File: config.mk
export PLATFORM = sky130hd
export DESIGN_NAME = sbc_ctrl
export DESIGN_NICKNAME = d
export VERILOG_FILES = /design/src/core/sbc_pkg.sv /design/src/core/sbc_ctrl.sv /design/src/core/sbc_wdcnt.sv
export VERILOG_INCLUDE_DIRS = /design/src /design/src/core
export SDC_FILE = /design/constraint.sdc
export NUM_CORES = 1
export LEC_CHECK = 0
export BUFFER_PORTS_ARGS = -buffer_cell sky130_fd_sc_hd__buf_2
export CORE_ASPECT_RATIO = 1.75
export CORE_MARGIN = 1.5
export CORE_UTILIZATION = 52
export CTS_CLUSTER_DIAMETER = 100
export DETAILED_ROUTE_END_ITERATION = 12
export PLACE_DENSITY = 0.85
export SYNTH_ARGS = -nofsm -noshare
export SYNTH_HDL_FRONTEND = slang
export SYNTH_SLANG_ARGS = --single-unit
File: constraint.sdc
create_clock -name clock -period 4.33 [get_ports clock]
set_input_delay 0.866 -clock clock [delete_from_list [all_inputs] [get_ports clock]]
set_output_delay 0.866 -clock clock [all_outputs]
set_load 0.01 [all_outputs]
File: src/core/sbc_consts.svh
// constants for the standby halt/stop controller
// assumes a cpu core that decodes the dedicated immediate writes
`ifndef SBC_CONSTS_SVH
`define SBC_CONSTS_SVH
`define SBC_STANDBY_CONTROL_RST    8'h00
`define SBC_BIT_HLT     0
`define SBC_BIT_STP     1
`define SBC_BIT_SBF     3
`define SBC_WDM_RST     8'h00
`define SBC_WDM_RUN     7
`define SBC_WDM_PRC     4
`define SBC_WDM_FIXMASK 8'h9e
`define SBC_WD_WIDTH    16
`define SBC_PRE_WIDTH   4
`endif

File: src/core/sbc_pkg.sv
// types for the standby halt/stop controller
// used by the controller, its checker and the testbench
package sbc_pkg;
    typedef enum logic [4:0] {
        SBC_RUN     = 5'h01,
        SBC_HALT    = 5'h02,
        SBC_MSVC    = 5'h04,
        SBC_STOP    = 5'h08,
        SBC_OSCWAIT = 5'h10
    } sbc_state_type;

    // dedicated immediate write from the cpu decoder
    typedef struct packed {
        logic       valid;   // instruction completed this cycle
        logic [7:0] data0;   // first immediate byte
        logic [7:0] data1;   // second immediate byte
        logic [15:0] pc;     // address of the instruction
    } sbc_dwrite_type;

    // wake-up request summary from the interrupt controller
    typedef struct packed {
        logic       nmi;       // non-maskable request pending
        logic       wdt;       // watchdog interrupt pending
        logic       mask_req;  // unmasked maskable request
        logic [1:0] mask_pri;  // its priority level 0..3
        logic       ms_req;    // unmasked macro service request
        logic       ms_busy;   // macro service running
        logic       ms_vect;   // vectored interrupt at end of service
    } sbc_req_type;
endpackage

File: src/core/sbc_ctrl.sv
// standby controller: standby control register, halt and stop sequencing
// assumes the cpu core reports dedicated writes only after completion
`timescale 1ns/1ps
`include "sbc_consts.svh"

// Summary of operation
// [RULE1] standby control is 8 bits, written only by its dedicated immediate instruction
// [RULE2] dedicated write takes effect only when its two trailing bytes are complements
// [RULE3] non-complement bytes: register unchanged, trap raised, trap address returned
// [RULE4] standby flag cleared only by power-on reset, never by software or pin reset
// [RULE5] standby control register readable at any time
// [RULE6] external reset clears every bit except the standby flag; here the flag bit also reads 0 until the first clock after reset
// [RULE7] halt bit stops cpu clock; peripherals and clock generator keep running
// [RULE8] halt not entered while unmasked request pending or macro service runs
// [RULE9] halt ends on nmi, unmasked maskable or macro service request, any priority
// [RULE10] in a service routine, higher priority request ends halt and is accepted
// [RULE11] equal or lower priority ends halt only; request stays pending; here equal level 3 is accepted when multi_level_select_bit is 0
// [RULE12] after wake nmi vectors; maskable vectors only when enabled and higher
// [RULE13] macro service wake ends halt only if a vectored interrupt follows
// [RULE14] halt bit cleared when the vectored request issues after macro service
// [RULE15] external reset ending halt acts as normal reset, ram kept
// [RULE16] stop bit halts oscillator, all clocks, cpu and peripherals; state kept
// [RULE17] entering stop clears the watchdog counter
// [RULE18] only nmi edge or external reset ends stop; nmi edge restarts oscillator
// [RULE19] counter held clear while nmi active; clocks resume at overflow
// [RULE20] software never sets stop while running from an external clock
// [RULE21] watchdog mode written only by its dedicated write; run bit sticky
// [RULE22] clearing the watchdog through the run bit leaves the prescaler running
// [RULE23] priority flag 1: watchdog beats nmi; 0: nmi beats watchdog
// [RULE24] stop ended by reset restarts oscillator at once; reset vector after
// [RULE25] standby request acts only after the dedicated write completes
module sbc_ctrl #(
    parameter int WD_WIDTH  = `SBC_WD_WIDTH,
    parameter int PRE_WIDTH = `SBC_PRE_WIDTH
) (
    input  wire logic                 clock,          // system clock
    input  wire logic                 rstn,           // external reset, active low
    input  wire logic                 por_n,          // power-on reset, active low
    input  wire sbc_pkg::sbc_dwrite_type standby_control_wr,     // dedicated standby write
    input  wire sbc_pkg::sbc_dwrite_type wdm_wr,      // dedicated watchdog mode write
    input  wire sbc_pkg::sbc_req_type req,            // wake request summary
    input  wire logic                 in_service,     // cpu inside a service routine
    input  wire logic [1:0]           service_pri,    // priority being serviced
    input  wire logic                 multi_level_select_bit, // multi-level select
    input  wire logic                 int_enable,     // cpu interrupts enabled
    input  wire logic                 nmi_pin,        // nmi level, active high
    output logic [7:0]                standby_control_r, // register read data
    output logic [7:0]                watchdog_mode_r,   // watchdog mode read data
    output logic                      cpu_clk_en_r,   // cpu clock enable
    output logic                      osc_en_r,       // oscillator enable
    output logic                      sys_clk_en_r,   // internal clock enable
    output logic                      trap_r,         // op-code trap pulse
    output logic [15:0]               trap_addr_r,    // return address on trap
    output logic                      accept_r,       // wake request accepted pulse
    output logic                      vector_nmi_r,   // nmi vectors first
    output logic                      wd_clear_r      // watchdog clear pulse
);
    sbc_pkg::sbc_state_type state_r;
    sbc_pkg::sbc_state_type state_nxt;
    logic                   sbf_r;
    logic                   nmi_d_r;
    logic [PRE_WIDTH-1:0]   pre_r;
    logic                   wd_ovf;
    logic                   wd_hold;
    logic                   standby_control_ok;
    logic                   wake;
    logic                   higher;
    logic                   nmi_edge;

    assign standby_control_ok  = standby_control_wr.valid && (standby_control_wr.data0 == ~standby_control_wr.data1); // [RULE2] [RULE25]
    assign nmi_edge = nmi_pin && !nmi_d_r;
    // wake regardless of priority
    assign wake     = req.nmi || req.mask_req || req.ms_req;              // [RULE9]
    // lowest level accepts same level only with multi-level select at 0
    assign higher   = !in_service || (req.mask_pri < service_pri) ||
                      ((service_pri == 2'h3) && (req.mask_pri == 2'h3) &&
                       !multi_level_select_bit);                          // [RULE10]

    // standby flag: only power-on reset clears it, pin reset does not
    always_ff @(posedge clock or negedge por_n) begin
        if (!por_n) begin
            sbf_r <= 1'b0;                                                // [RULE4]
        end else if (standby_control_ok && standby_control_wr.data1[`SBC_BIT_SBF]) begin
            sbf_r <= 1'b1;                                                // [RULE4]
        end
    end

    // control bits: all cleared by pin reset, flag position reloaded from sbf_r afterwards
    always_ff @(posedge clock or negedge rstn) begin
        if (!rstn) begin
            standby_control_r <= `SBC_STANDBY_CONTROL_RST;                          // [RULE6]
        end else begin
            standby_control_r[`SBC_BIT_SBF] <= sbf_r;                    // [RULE5]
            if (standby_control_ok) begin
                standby_control_r[`SBC_BIT_HLT] <= standby_control_wr.data1[`SBC_BIT_HLT]; // [RULE1]
                standby_control_r[`SBC_BIT_STP] <= standby_control_wr.data1[`SBC_BIT_STP]; // [RULE1]
                standby_control_r[2]            <= standby_control_wr.data1[2];
                standby_control_r[7:4]          <= standby_control_wr.data1[7:4];
            end else if (state_r == sbc_pkg::SBC_MSVC && !req.ms_busy && req.ms_vect) begin
                standby_control_r[`SBC_BIT_HLT] <= 1'b0;                  // [RULE14]
            end else if ((state_r == sbc_pkg::SBC_HALT && wake && !req.ms_req) ||
                         (state_r == sbc_pkg::SBC_OSCWAIT && wd_ovf)) begin
                standby_control_r[`SBC_BIT_HLT] <= 1'b0;
                standby_control_r[`SBC_BIT_STP] <= 1'b0;
            end
        end
    end

    // trap on a corrupted dedicated standby write
    always_ff @(posedge clock or negedge rstn) begin
        if (!rstn) begin
            trap_r      <= 1'b0;
            trap_addr_r <= 16'h0000;
        end else begin
            trap_r <= standby_control_wr.valid && !standby_control_ok;                          // [RULE3]
            if (standby_control_wr.valid && !standby_control_ok) begin
                trap_addr_r <= standby_control_wr.pc;                                // [RULE3]
            end
        end
    end

    // watchdog mode: dedicated write only, fixed bits zero, run bit sticky
    always_ff @(posedge clock or negedge rstn) begin
        if (!rstn) begin
            watchdog_mode_r <= `SBC_WDM_RST;
        end else if (wdm_wr.valid && (wdm_wr.data0 == ~wdm_wr.data1)) begin
            watchdog_mode_r <= (wdm_wr.data1 & `SBC_WDM_FIXMASK) |
                               (watchdog_mode_r & (8'h01 << `SBC_WDM_RUN)); // [RULE21]
        end
    end

    // free prescaler, never cleared by a watchdog clear
    always_ff @(posedge clock or negedge rstn) begin
        if (!rstn) begin
            pre_r <= '0;
        end else begin
            pre_r <= pre_r + 1'b1;                                        // [RULE22]
        end
    end

    // nmi edge detect; pin taken as synchronous
    always_ff @(posedge clock or negedge rstn) begin
        if (!rstn) begin
            nmi_d_r <= 1'b0;
        end else begin
            nmi_d_r <= nmi_pin;
        end
    end

    // watchdog cleared on stop entry and held while nmi stays active
    assign wd_hold = (state_r == sbc_pkg::SBC_STOP) ||
                     (state_r == sbc_pkg::SBC_OSCWAIT && nmi_pin);        // [RULE17] [RULE19]

    sbc_wdcnt #(
        .WIDTH(WD_WIDTH)
    ) u_wdcnt (
        .clock     (clock),
        .rstn      (rstn),
        .clear     (wd_hold),
        .tick      (&pre_r),                                              // [RULE22]
        .overflow_r(wd_ovf)
    );

    // standby sequencing
    always_comb begin
        state_nxt = state_r;
        case (state_r)
            sbc_pkg::SBC_RUN: begin
                // stop entered whenever its bit is set; halt only with no maskable, nmi or busy macro service
                if (standby_control_r[`SBC_BIT_STP]) begin
                    state_nxt = sbc_pkg::SBC_STOP;                        // [RULE16]
                end else if (standby_control_r[`SBC_BIT_HLT] && !req.mask_req &&
                             !req.nmi && !req.ms_busy) begin
                    state_nxt = sbc_pkg::SBC_HALT;                        // [RULE8]
                end
            end
            sbc_pkg::SBC_HALT: begin
                if (req.ms_req) begin
                    state_nxt = sbc_pkg::SBC_MSVC;                        // [RULE13]
                end else if (wake) begin
                    state_nxt = sbc_pkg::SBC_RUN;                         // [RULE9]
                end
            end
            sbc_pkg::SBC_MSVC: begin
                if (!req.ms_busy) begin
                    state_nxt = req.ms_vect ? sbc_pkg::SBC_RUN
                                            : sbc_pkg::SBC_HALT;          // [RULE13]
                end
            end
            sbc_pkg::SBC_STOP: begin
                if (nmi_edge) begin
                    state_nxt = sbc_pkg::SBC_OSCWAIT;                     // [RULE18]
                end
            end
            sbc_pkg::SBC_OSCWAIT: begin
                if (wd_ovf) begin
                    state_nxt = sbc_pkg::SBC_RUN;                         // [RULE19]
                end
            end
            default: state_nxt = sbc_pkg::SBC_RUN;
        endcase
    end

    // reset restarts the oscillator and returns to run with ram untouched
    always_ff @(posedge clock or negedge rstn) begin
        if (!rstn) begin
            state_r <= sbc_pkg::SBC_RUN;                                  // [RULE15] [RULE24]
        end else begin
            state_r <= state_nxt;
        end
    end

    // clock gating outputs
    always_ff @(posedge clock or negedge rstn) begin
        if (!rstn) begin
            cpu_clk_en_r <= 1'b1;
            osc_en_r     <= 1'b1;                                         // [RULE24]
            sys_clk_en_r <= 1'b1;
        end else begin
            cpu_clk_en_r <= (state_nxt == sbc_pkg::SBC_RUN);              // [RULE7]
            osc_en_r     <= (state_nxt != sbc_pkg::SBC_STOP);             // [RULE16] [RULE18]
            sys_clk_en_r <= (state_nxt != sbc_pkg::SBC_STOP) &&
                            (state_nxt != sbc_pkg::SBC_OSCWAIT);          // [RULE16] [RULE19]
        end
    end

    // wake outcome and watchdog clear pulse
    always_ff @(posedge clock or negedge rstn) begin
        if (!rstn) begin
            accept_r     <= 1'b0;
            vector_nmi_r <= 1'b0;
            wd_clear_r   <= 1'b0;
        end else begin
            wd_clear_r <= (state_r == sbc_pkg::SBC_RUN) &&
                          (state_nxt == sbc_pkg::SBC_STOP);               // [RULE17]
            if (state_r == sbc_pkg::SBC_HALT && wake && !req.ms_req) begin
                // nmi always accepted; maskable only if enabled and higher
                accept_r     <= req.nmi || (int_enable && higher);        // [RULE11] [RULE12]
                vector_nmi_r <= req.nmi &&
                                !(req.wdt && watchdog_mode_r[`SBC_WDM_PRC]); // [RULE23]
            end else if (state_r == sbc_pkg::SBC_MSVC && !req.ms_busy && req.ms_vect) begin
                accept_r     <= int_enable && higher;                     // [RULE12]
                vector_nmi_r <= 1'b0;
            end else begin
                accept_r     <= 1'b0;
                vector_nmi_r <= 1'b0;
            end
        end
    end
endmodule

File: src/core/sbc_wdcnt.sv
// watchdog counter used to time oscillator stabilisation
// assumes a free prescaler tick; clear does not touch the prescaler
`timescale 1ns/1ps
`include "sbc_consts.svh"
module sbc_wdcnt #(
    parameter int WIDTH = `SBC_WD_WIDTH
) (
    input  wire logic clock,     // system clock
    input  wire logic rstn,      // async reset, active low
    input  wire logic clear,     // hold counter at zero
    input  wire logic tick,      // prescaled count clock
    output logic      overflow_r // one-cycle overflow pulse
);
    logic [WIDTH-1:0] cnt_r;

    // counter and overflow pulse
    always_ff @(posedge clock or negedge rstn) begin
        if (!rstn) begin
            cnt_r      <= '0;
            overflow_r <= 1'b0;
        end else if (clear) begin
            cnt_r      <= '0;
            overflow_r <= 1'b0;
        end else begin
            overflow_r <= tick && (&cnt_r);
            if (tick) begin
                cnt_r <= cnt_r + 1'b1;
            end
        end
    end
endmodule

==> impl_metrics.env, run 1 <==
export IMPL_drtAntennaViolNets=0
export IMPL_cts_sinks=64
export IMPL_ys_ff_latch=64
export IMPL_syn2layout_area_growth_pct=22.64
export IMPL_cp_start_kind="input port"
export IMPL_nNetsFinal=454
export IMPL_antenna_found_initial=0
export IMPL_instances_no_fill=451
export IMPL_post_drt_wl_per_cell_um=13.63
export IMPL_cts_setup_buffers=0
export IMPL_ir_drop_v=0.0002361
export IMPL_drv_cap=0
export IMPL_finalHoldViolCount=0
export IMPL_ctsHoldBuffers=0
export IMPL_drt_iter0_drc=82
export IMPL_slew_violations=0
export IMPL_firstDrtPassIters=5
export IMPL_ys_flop_type="dfrtp_1"
export IMPL_start_util=0.5305
export IMPL_arrival_ns=2.74
export IMPL_drc_errors=0
export IMPL_place_inst=435
export IMPL_core_um2=5833
export IMPL_setup_tns_final_ns=0
export IMPL_max_slew_margin=0.3708
export IMPL_n_fill_cell=469
export IMPL_yosys_warnings=0
export IMPL_fp_row_count=37
export IMPL_finish_utilization=0.6506
export IMPL_cp_required_ns=4.54
export IMPL_cts_tree="done"
export IMPL_port_buffers=102
export IMPL_h_tree_depth=3
export IMPL_antennaDiodeCount=0
export IMPL_synth_area_um2=3094
export IMPL_globalplace_congestion=0.8159
export IMPL_layout_common_cells="buf_2 (102), dfrtp_1 (60), nor2_1 (24), mux2_2 (19), xor2_1 (16)"
export IMPL_status="finished clean"
export IMPL_clk_pin_slew_ns=0.07
export IMPL_synth_edf_count=0
export IMPL_yosys_area_share_adder=0.01213
export IMPL_synth_top_family_by_area="simple AND/OR/NAND/NOR gates"
export IMPL_hpwl_mm=4.621
export IMPL_synth_cell_types=50
export IMPL_ctsResizeCount=0
export IMPL_worst_pin_slew_ns=0.9439
export IMPL_wl_mm=6.149
export IMPL_die_w_um=61.31
export IMPL_track_usage=0.2063
export IMPL_synth_cells=263
export IMPL_multi_input_area_um2=1348
export IMPL_synthXorXnorAreaFrac=0.08492
export IMPL_cellPowerDensity_nw_per_um2=397.9
export IMPL_cp_slowest_stage_delay_ns=0.82
export IMPL_rsz0062_at_grt="no"
export IMPL_crit_family="compound AO/OA/AOI/OAI gates"
export IMPL_dieHeight_um=105.0
export IMPL_crit_fanout=17
export IMPL_cts_root_buf="clkbuf_8"
export IMPL_period_minus_slack_ns=2.522
export IMPL_crit_chain="buf_2 > xnor2_1 > nor4_2 > a31o_1 > mux2_2"
export IMPL_muxShareOfSynthArea=0.1161
export IMPL_final_common_cell="buf_2"
export IMPL_clk_latency_ns=0.33
export IMPL_period_share=0.5824
export IMPL_postSynth_asyncResetShare=1.000
export IMPL_numCtsBuffers=9
export IMPL_vias=2410
export IMPL_seqCellArea_um2=1607
export IMPL_grt_ovfl_total=0
export IMPL_critPathSlowestCell="a31o_1"
export IMPL_leakagePower_nw=1.922
export IMPL_ys_seq_area_frac=0.5192
export IMPL_finalSetupViolCount=0
export IMPL_clock_path_buffers=2
export IMPL_io_pins=122
export IMPL_avgSynthCellArea_um2=11.77
export IMPL_synth_compound_area_frac=0.05378
export IMPL_grt_pass1_vias=2395
export IMPL_path_class="in -> reg"
export IMPL_design_die_area_um2=6440
export IMPL_worst_hold_slack_ns=0.2905
export IMPL_cp_end_kind="flop"
export IMPL_hold_path_class="in -> async"
export IMPL_grt_first_pass_wirelength_mm=9.908
export IMPL_fin_worst_skew_ns=0.006669
export IMPL_fmax_mhz=396.6
export IMPL_grt_start_max_net_pins=44
export IMPL_yosys_area_share_simple=0.1650
export IMPL_drive_gt1_frac=0.4316
export IMPL_viasPerCell=5.344
export IMPL_worst_path_buf_inv=1
-- worst paths after layout --
check | startpoint | endpoint | slack, ns | cells past startpoint
max in group asynchronous | rstn | osc_en_r$_DFF_PN1_ | 2.79 | 2
worst max-delay path | standby_control_wr[21] | trap_addr_r[1]$_DFFE_PN0P_ | 1.81 | 5
min in group clock | sbf_r$_DFFE_PN0P_ | standby_control_r[3]$_DFF_PN0_ | 0.38 | 0
worst min-delay path | por_n | sbf_r$_DFFE_PN0P_ | 0.29 | 1
worst max register to register | state_r[1]$_DFF_PN0_ | u_wdcnt.cnt_r[14]$_DFFE_PN0P_ | 2.18 | 4
worst min register to register | sbf_r$_DFFE_PN0P_ | standby_control_r[3]$_DFF_PN0_ | 0.38 | 0
-- final cells by class --
type | count | share of cell area
Inverter | 14 | 0.01385
Clock buffer | 10 | 0.03627
Clock inverter | 6 | 0.009232
Tap cell | 78 | 0.02572
Multi-Input combinational cell | 176 | 0.3551
Timing Repair Buffer | 103 | 0.1365
Sequential cell | 64 | 0.4233
-- registers in the layout, summed over array words and instances, names as in the netlist, 4 cells and up --
name	count
trap_addr_r	16
pre_r	4
watchdog_mode_r	5
standby_control_r	8
u_wdcnt.cnt_r	16
state_r	5
-- cells in the mapped netlist (2+ instances only) --
master    count  area share
o211ai_1      2      0.0049
nor4_2        2      0.0081
dfstp_2       4       0.034
ha_1          3       0.012
nand2b_1      5       0.010
dfrtp_1      60        0.49
nand3_1       8       0.013
nor4_1        5       0.010
and3_1        4      0.0081
buf_4         3      0.0073
buf_2         3      0.0049
or3_1         4      0.0081
mux2_2       19       0.069
nand2_1       8      0.0097
xor2_1       16       0.045
and4_1        3      0.0085
nor4_4        2       0.014
nor3_1        8       0.013
o21ai_0       3      0.0049
inv_1        14       0.017
buf_6         3       0.011
a21oi_1       5      0.0081
a31oi_1       2      0.0040
xnor2_1      14       0.040
nand4_1       7       0.014
nor2_1       24       0.029
mux2_4        9       0.044
-- through the flow --
step           power (mW)  setup WS (ns)  cell area, µm²
2_1_floorplan      0.9634          2.153            3102
3_3_place_gp        1.065          1.489            3622
3_5_place_dp        1.080          1.415            3622
4_1_cts             1.522          1.777            3795
5_1_grt             1.594          1.694            3795
6_report            1.510          1.808            3795
-- cell families after synthesis --
family | after synthesis
AOI/OAI and AO/OA | 24
adders and majority gates | 3
muxes | 29
buffers and inverters | 25
other | 1
DFF | 64
xor gates and xnor gates | 30
and+or+nand+nor | 87
-- per-layer routing --
layer | vias to the layer above | share of wire | GRT usage
met5 | - | 0 | 0
met2 | 82 | 0.56 | 0.3731
met4 | 0 | 0.019 | 0.1009
met1 | 1191 | 0.37 | 0.1993
li1 | 1122 | - | -
met3 | 15 | 0.049 | 0.05569
-- where the power goes --
| part | internal (mW) | switching, mW |
|---|---|---|
| Combinational | 0.152 | 0.189 |
| Clock | 0.219 | 0.224 |
| Sequential | 0.680 | 0.0463 |
No activity file was read; power rests on OpenSTA's default activity.
==> run 2: changes to the inputs <==
--- a/config.mk
+++ b/config.mk
@@ -9,10 +9,10 @@
 export BUFFER_PORTS_ARGS = -buffer_cell sky130_fd_sc_hd__buf_2
 export CORE_ASPECT_RATIO = 1.75
 export CORE_MARGIN = 1.5
-export CORE_UTILIZATION = 52
+export CORE_UTILIZATION = 49
 export CTS_CLUSTER_DIAMETER = 100
 export DETAILED_ROUTE_END_ITERATION = 12
-export PLACE_DENSITY = 0.85
+export PLACE_DENSITY = 0.8
 export SYNTH_ARGS = -nofsm -noshare
 export SYNTH_HDL_FRONTEND = slang
 export SYNTH_SLANG_ARGS = --single-unit
==> constraint.sdc (replaced) <==
create_clock -name clock -period 2.6 [get_ports clock]
set_input_delay 0.52 -clock clock [delete_from_list [all_inputs] [get_ports clock]]
set_output_delay 0.52 -clock clock [all_outputs]
set_load 0.01 [all_outputs]
==> impl_metrics.env, run 2 (synthesis results as in run 1) <==
export IMPL_status="finished clean"
export IMPL_slew_violations=0
export IMPL_reg_largest_list="trap_addr_r: 16 flops, u_wdcnt.cnt_r: 16 flops, standby_control_r: 8 flops"
export IMPL_globalplace_congestion=0.7808
export IMPL_grt_pass1_vias=2325
export IMPL_setup_tns_final_ns=0
export IMPL_dieHeight_um=108.1
export IMPL_antenna_found_initial=0
export IMPL_max_slew_margin=0.5546
export IMPL_fmax_mhz=533.3
export IMPL_finalSetupViolCount=0
export IMPL_p_comb_frac=0.212
export IMPL_n_fill_cell=484
export IMPL_grt_start_max_net_pins=38
export IMPL_final_area_um2=3889
export IMPL_hpwl_mm=4.702
export IMPL_period_share=0.7212
export IMPL_wl_mm=6.239
export IMPL_final_common_cell="buf_2"
export IMPL_track_usage=0.1971
export IMPL_grt_ovfl_total=0
export IMPL_cts_tree="done"
export IMPL_multi_input_area_um2=1348
export IMPL_period_minus_slack_ns=1.875
export IMPL_arrival_ns=2.10
export IMPL_ctsResizeCount=0
export IMPL_r2r_cells=4
export IMPL_core_um2=6133
export IMPL_drt_iter0_drc=65
export IMPL_syn2layout_area_growth_pct=25.68
export IMPL_viasPerCell=5.243
export IMPL_die_w_um=63.07
export IMPL_h_tree_depth=3
export IMPL_cellPowerDensity_nw_per_um2=706.4
export IMPL_cts_root_buf="clkbuf_8"
export IMPL_clk_pin_slew_ns=0.08
export IMPL_firstDrtPassIters=4
export IMPL_io_pins=122
export IMPL_grt_first_pass_wirelength_mm=10.38
export IMPL_seqPwrFrac=0.441
export IMPL_cp_required_ns=2.82
export IMPL_fin_worst_skew_ns=0.004800
export IMPL_netSwitchingFraction=0.2922
export IMPL_worst_pin_slew_ns=0.6629
export IMPL_fp_row_count=38
export IMPL_finalHoldViolCount=0
export IMPL_start_util=0.5045
export IMPL_post_drt_wl_per_cell_um=13.68
export IMPL_clock_path_buffers=2
export IMPL_drv_cap=0
export IMPL_finish_utilization=0.6340
export IMPL_nNetsFinal=457
export IMPL_p_switching_mw=0.8026
export IMPL_cts_sinks=64
export IMPL_drtAntennaViolNets=0
export IMPL_rsz0062_at_grt="no"
export IMPL_clk_latency_ns=0.34
export IMPL_cts_setup_buffers=0
export IMPL_cp_start_kind="flop"
export IMPL_design_die_area_um2=6819
export IMPL_ir_drop_v=0.0004367
export IMPL_crit_fanout=10
export IMPL_vias=2391
export IMPL_antennaDiodeCount=0
export IMPL_port_buffers=102
export IMPL_drc_errors=0
export IMPL_cp_end_kind="flop"
export IMPL_clkPwrFrac=0.347
export IMPL_leakagePower_nw=1.964
export IMPL_placedInstanceArea_um2=3652
export IMPL_p_int_mw=1.944
export IMPL_seqCellArea_um2=1607
export IMPL_hold_path_class="in -> async"
export IMPL_path_class="reg -> reg"
export IMPL_drive_gt1_frac=0.4335
export IMPL_layout_common_cells="buf_2 (102), dfrtp_1 (60), nor2_1 (24), mux2_2 (19), xor2_1 (16)"
export IMPL_numCtsBuffers=9
[run 2: path summary, 6_finish.rpt]
kind                                            from  slack, ns                              to
worst max-delay path            state_r[1]$_DFF_PN0_       0.72   u_wdcnt.cnt_r[14]$_DFFE_PN0P_
worst min-delay path                            rstn       0.19  standby_control_r[3]$_DFF_PN0_
worst max register to register  state_r[1]$_DFF_PN0_       0.72   u_wdcnt.cnt_r[14]$_DFFE_PN0P_
worst min register to register     sbf_r$_DFFE_PN0P_       0.38  standby_control_r[3]$_DFF_PN0_
max in group asynchronous                       rstn       1.75              osc_en_r$_DFF_PN1_
min in group clock                           nmi_pin       0.33               nmi_d_r$_DFF_PN0_
[run 2: repair_timing]
| item | 4_1_cts | 5_1_grt |
|---|---|---|
| hold buffers | 1 | 0 |
| endpoints found under the setup margin | 0 | 0 |
| endpoints found under the hold margin | 1 | 0 |
[run 2: stage by stage]
step | power, mW | cells | setup slack (ns) | hold slack, ns
after floorplan | 1.604 | 265 | 0.7688 | 0.2244
after global placement | 1.787 | 439 | 0.5232 | 0.2987
after detailed placement | 1.811 | 439 | 0.4494 | 0.2996
after CTS | 2.777 | 456 | 0.7464 | 0.1959
after global routing | 2.902 | 456 | 0.6172 | 0.2173
final | 2.747 | 456 | 0.7248 | 0.1878
[run 2: layer usage]
metal	up-vias	GRT usage	routed length [µm]
li1	1130	-	-
met1	1184	0.2050	2196
met2	65	0.3663	3652
met3	12	0.04579	279
met4	0	0.09683	110
met5	-	0	0
[run 2: power groups by stage]
stage | sequential, mW | clock (mW) | combinational [mW]
floorplan | 1.25 | 0 | 0.350
global placement | 1.22 | 0 | 0.565
detailed placement | 1.23 | 0 | 0.581
CTS | 1.21 | 0.974 | 0.591
global route | 1.23 | 1.03 | 0.642
finish | 1.21 | 0.953 | 0.582
[run 2: area by class of cell]
type / count / share of cell area
Sequential cell: 64 / 0.4131
Multi-Input combinational cell: 176 / 0.3465
Timing Repair Buffer: 106 / 0.1429
Clock buffer: 9 / 0.03185
Clock inverter: 7 / 0.02638
Tap cell: 80 / 0.02574
Inverter: 14 / 0.01351
[run 2: worst max-delay path, cell delays in order, from the launching register on]
cell     delay [ns]
dfrtp_1        0.47
nor4_1         0.47
a32o_1         0.47
nor2_1         0.07
mux2_2         0.27
==> run 3: changes to the inputs <==
--- a/config.mk
+++ b/config.mk
@@ -6,13 +6,14 @@
 export SDC_FILE = /design/constraint.sdc
 export NUM_CORES = 1
 export LEC_CHECK = 0
+export ABC_AREA = 1
 export BUFFER_PORTS_ARGS = -buffer_cell sky130_fd_sc_hd__buf_2
 export CORE_ASPECT_RATIO = 1.75
 export CORE_MARGIN = 1.5
 export CORE_UTILIZATION = 49
 export CTS_CLUSTER_DIAMETER = 100
 export DETAILED_ROUTE_END_ITERATION = 12
-export PLACE_DENSITY = 0.8
+export PLACE_DENSITY = 0.79
 export SYNTH_ARGS = -nofsm -noshare
 export SYNTH_HDL_FRONTEND = slang
 export SYNTH_SLANG_ARGS = --single-unit
==> constraint.sdc (replaced) <==
create_clock -name clock -period 1.93 [get_ports clock]
set_input_delay 0.386 -clock clock [delete_from_list [all_inputs] [get_ports clock]]
set_output_delay 0.386 -clock clock [all_outputs]
set_load 0.01 [all_outputs]
==> impl_metrics.env, run 3 <==
export IMPL_fin_worst_skew_ns=0.005803
export IMPL_synth_area_leaders="dfrtp_1 (46%), nand2_1 (15%), nor2_1 (6.7%)"
export IMPL_cp_num_cells=6
export IMPL_yosys_warnings=0
export IMPL_grt_ovfl_total=0
export IMPL_ys_flop_type="dfrtp_1"
export IMPL_synth_top_area_frac=0.4558
export IMPL_ys_ff_latch=64
export IMPL_busiest_layer="met2"
export IMPL_port_buffers=102
export IMPL_synth_top_area_cell="dfrtp_1"
export IMPL_die_w_um=64.98
export IMPL_n_fill_cell=592
export IMPL_met1_usage=0.2293
export IMPL_post_drt_wl_per_cell_um=12.27
export IMPL_clk_pin_slew_ns=0.05
export IMPL_globalplace_congestion=0.8821
export IMPL_drive_gt1_frac=0.2704
export IMPL_layout_common_cells="nand2_1 (130), buf_2 (102), dfrtp_1 (60), nor2_1 (59), inv_1 (52)"
export IMPL_cp_slowest_stage_delay_ns=0.39
export IMPL_postSynth_asyncResetShare=1.000
export IMPL_h_tree_depth=3
export IMPL_reg_largest_list="trap_addr_r: 16 flops, u_wdcnt.cnt_r: 16 flops, standby_control_r: 8 flops"
export IMPL_setup_slack_ns=0.3633
export IMPL_cts_sinks=64
export IMPL_grt_pass1_vias=3122
export IMPL_fmax_mhz=638.3
export IMPL_nNetsFinal=622
export IMPL_clk_latency_ns=0.33
export IMPL_synth_edf_count=0
export IMPL_grt_start_max_net_pins=64
export IMPL_crit_fanout=5
export IMPL_pre_cts_ws_ns=0.3693
export IMPL_crit_chain="ha_1 > nand3_2 > nor3_2 > nand3_1 > o21ai_0 > nor2_1"
export IMPL_fp_row_count=39
export IMPL_r2r_cells=6
export IMPL_leakagePower_nw=2.366
export IMPL_placedInstanceArea_um2=3886
export IMPL_arrival_ns=1.78
export IMPL_final_area_um2=4207
export IMPL_worst_path_buf_inv=0
export IMPL_core_um2=6539
export IMPL_reg2reg_slack_ns=0.36
export IMPL_hpwl_mm=5.859
export IMPL_synth_area_um2=3294
export IMPL_synth_cells=424
export IMPL_numCtsBuffers=9
export IMPL_slew_violations=0
export IMPL_firstDrtPassIters=4
export IMPL_cp_required_ns=2.15
export IMPL_use_met2=0.4227
export IMPL_finalHoldViolCount=0
export IMPL_avgSynthCellArea_um2=7.770
export IMPL_grt_first_pass_wirelength_mm=12.88
export IMPL_hold_path_class="in -> async"
export IMPL_track_usage=0.2307
export IMPL_place_inst=606
export IMPL_cts_tree="done"
export IMPL_finalSetupViolCount=0
export IMPL_clock_path_buffers=2
export IMPL_final_common_cell="nand2_1"
export IMPL_start_util=0.5038
export IMPL_cp_start_kind="flop"
export IMPL_period_share=0.8118
export IMPL_ys_seq_area_frac=0.4877
export IMPL_viasPerCell=5.008
export IMPL_cellPowerDensity_nw_per_um2=946.3
export IMPL_cp_end_kind="flop"
export IMPL_synth_cell_types=33
export IMPL_antenna_found_initial=0
export IMPL_ir_drop_v=0.0005925
export IMPL_path_class="reg -> reg"
export IMPL_crit_family="simple AND/OR/NAND/NOR gates"
export IMPL_setup_tns_final_ns=0
export IMPL_r2r_end="u_wdcnt.cnt_r[11]$_DFFE_PN0P_"
export IMPL_drtAntennaViolNets=0
export IMPL_drc_errors=0
export IMPL_drt_iter0_drc=167
export IMPL_vias=3115
export IMPL_period_minus_slack_ns=1.567
export IMPL_instances_no_fill=622
export IMPL_rsz0062_at_grt="no"
export IMPL_met3_usage=0.06364
export IMPL_status="finished clean"
export IMPL_io_pins=122
export IMPL_drv_cap=0
export IMPL_yosysMostFrequentCell="nand2_1"
export IMPL_design_die_area_um2=7243
export IMPL_dieHeight_um=111.5
export IMPL_synth_common_cells="nand2_1 (130), dfrtp_1 (60), nor2_1 (59)"
export IMPL_worst_hold_slack_ns=0.05743
export IMPL_antennaDiodeCount=0
export IMPL_critPathSlowestCell="dfrtp_1"
export IMPL_cts_root_buf="clkbuf_16"
export IMPL_rr_startpoint="pre_r[0]$_DFF_PN0_"
export IMPL_wl_mm=7.635
export IMPL_syn2layout_area_growth_pct=27.69
[run 3: changes by cell type after synthesis, sizes merged, moves of 7 or more]
cell   before  now
nand2       8  135
inv        14   54
mux2       28    0
nand4       8   15
xor2       16    4
nor4        9    0
xnor2      14    1
nand3       9   42
nor2       24   66
[run 3: cell families (layout without fill, tap and decap cells)]
logic type               Yosys count  count (layout)  share of synthesized area
adder cells (fa/ha/maj)            3               3                    0.01140
AO/OA/AOI/OAI                     22              22                    0.03874
XOR/XNOR                           5               5                    0.01329
AND/OR/NAND/NOR                  267             267                     0.3646
other                              1               3                   0.001138
buffers and inverters             62             176                    0.08318
flip-flops                        64              64                     0.4877
[run 3: area by class of cell]
| cell class | count | area, µm² | share of cell area |
|---|---|---|---|
| Timing Repair Buffer | 107 | 563.0 | 0.1338 |
| Tap cell | 82 | 102.6 | 0.02439 |
| Sequential cell | 64 | 1607 | 0.3819 |
| Clock inverter | 6 | 85.08 | 0.02023 |
| Clock buffer | 9 | 225.2 | 0.05354 |
| Inverter | 54 | 202.7 | 0.04819 |
| Multi-Input combinational cell | 300 | 1421 | 0.3379 |
[run 3: what timing repair did]
action | CTS | global route
endpoints found under the setup margin | 0 | 0
gates resized for setup | 0 | 0
endpoints found under the hold margin | 1 | 0
hold buffers | 1 | 0
buffers inserted | 0 | 0
[run 3: worst reg2reg max path, stage by stage, from the launching register on]
cell and delay [ns]:
dfrtp_1 0.39, ha_1 0.22, nand3_2 0.15, nor3_2 0.27, nand3_1 0.19, o21ai_0 0.18
nor2_1 0.07
[run 3: per-stage QoR]
step | util | total power, mW
2_1_floorplan | - | 2.028
3_3_place_gp | 0.5943 | 2.274
3_5_place_dp | 0.5943 | 2.309
4_1_cts | 0.6433 | 4.013
5_1_grt | 0.6433 | 4.180
6_report | 0.6433 | 3.981
[run 3: where the power goes]
| group | total, mW | internal (mW) | switching (mW) |
|---|---|---|---|
| Clock | 1.69 | 1.12 | 0.578 |
| Combinational | 0.662 | 0.267 | 0.396 |
| Sequential | 1.62 | 1.52 | 0.108 |
| Total | 3.98 | 2.90 | 1.08 |
[run 3: how the worst max path moves through the flow]
stage / start / slack (ns) / to
after floorplan: pre_r[0]$_DFF_PN0_ / 0.62 / u_wdcnt.cnt_r[11]$_DFFE_PN0P_
after global placement: pre_r[0]$_DFF_PN0_ / 0.44 / u_wdcnt.cnt_r[11]$_DFFE_PN0P_
after detailed placement: pre_r[0]$_DFF_PN0_ / 0.37 / u_wdcnt.cnt_r[11]$_DFFE_PN0P_
after CTS: pre_r[0]$_DFF_PN0_ / 0.36 / u_wdcnt.cnt_r[11]$_DFFE_PN0P_
after global routing: pre_r[0]$_DFF_PN0_ / 0.21 / u_wdcnt.cnt_r[11]$_DFFE_PN0P_
final: pre_r[0]$_DFF_PN0_ / 0.36 / u_wdcnt.cnt_r[11]$_DFFE_PN0P_
[run 3: routing by layer]
metal / vias up / share of wire
li1: 1556 / -
met1: 1460 / 0.37
met2: 84 / 0.56
met3: 15 / 0.045
met4: 0 / 0.026
met5: - / 0
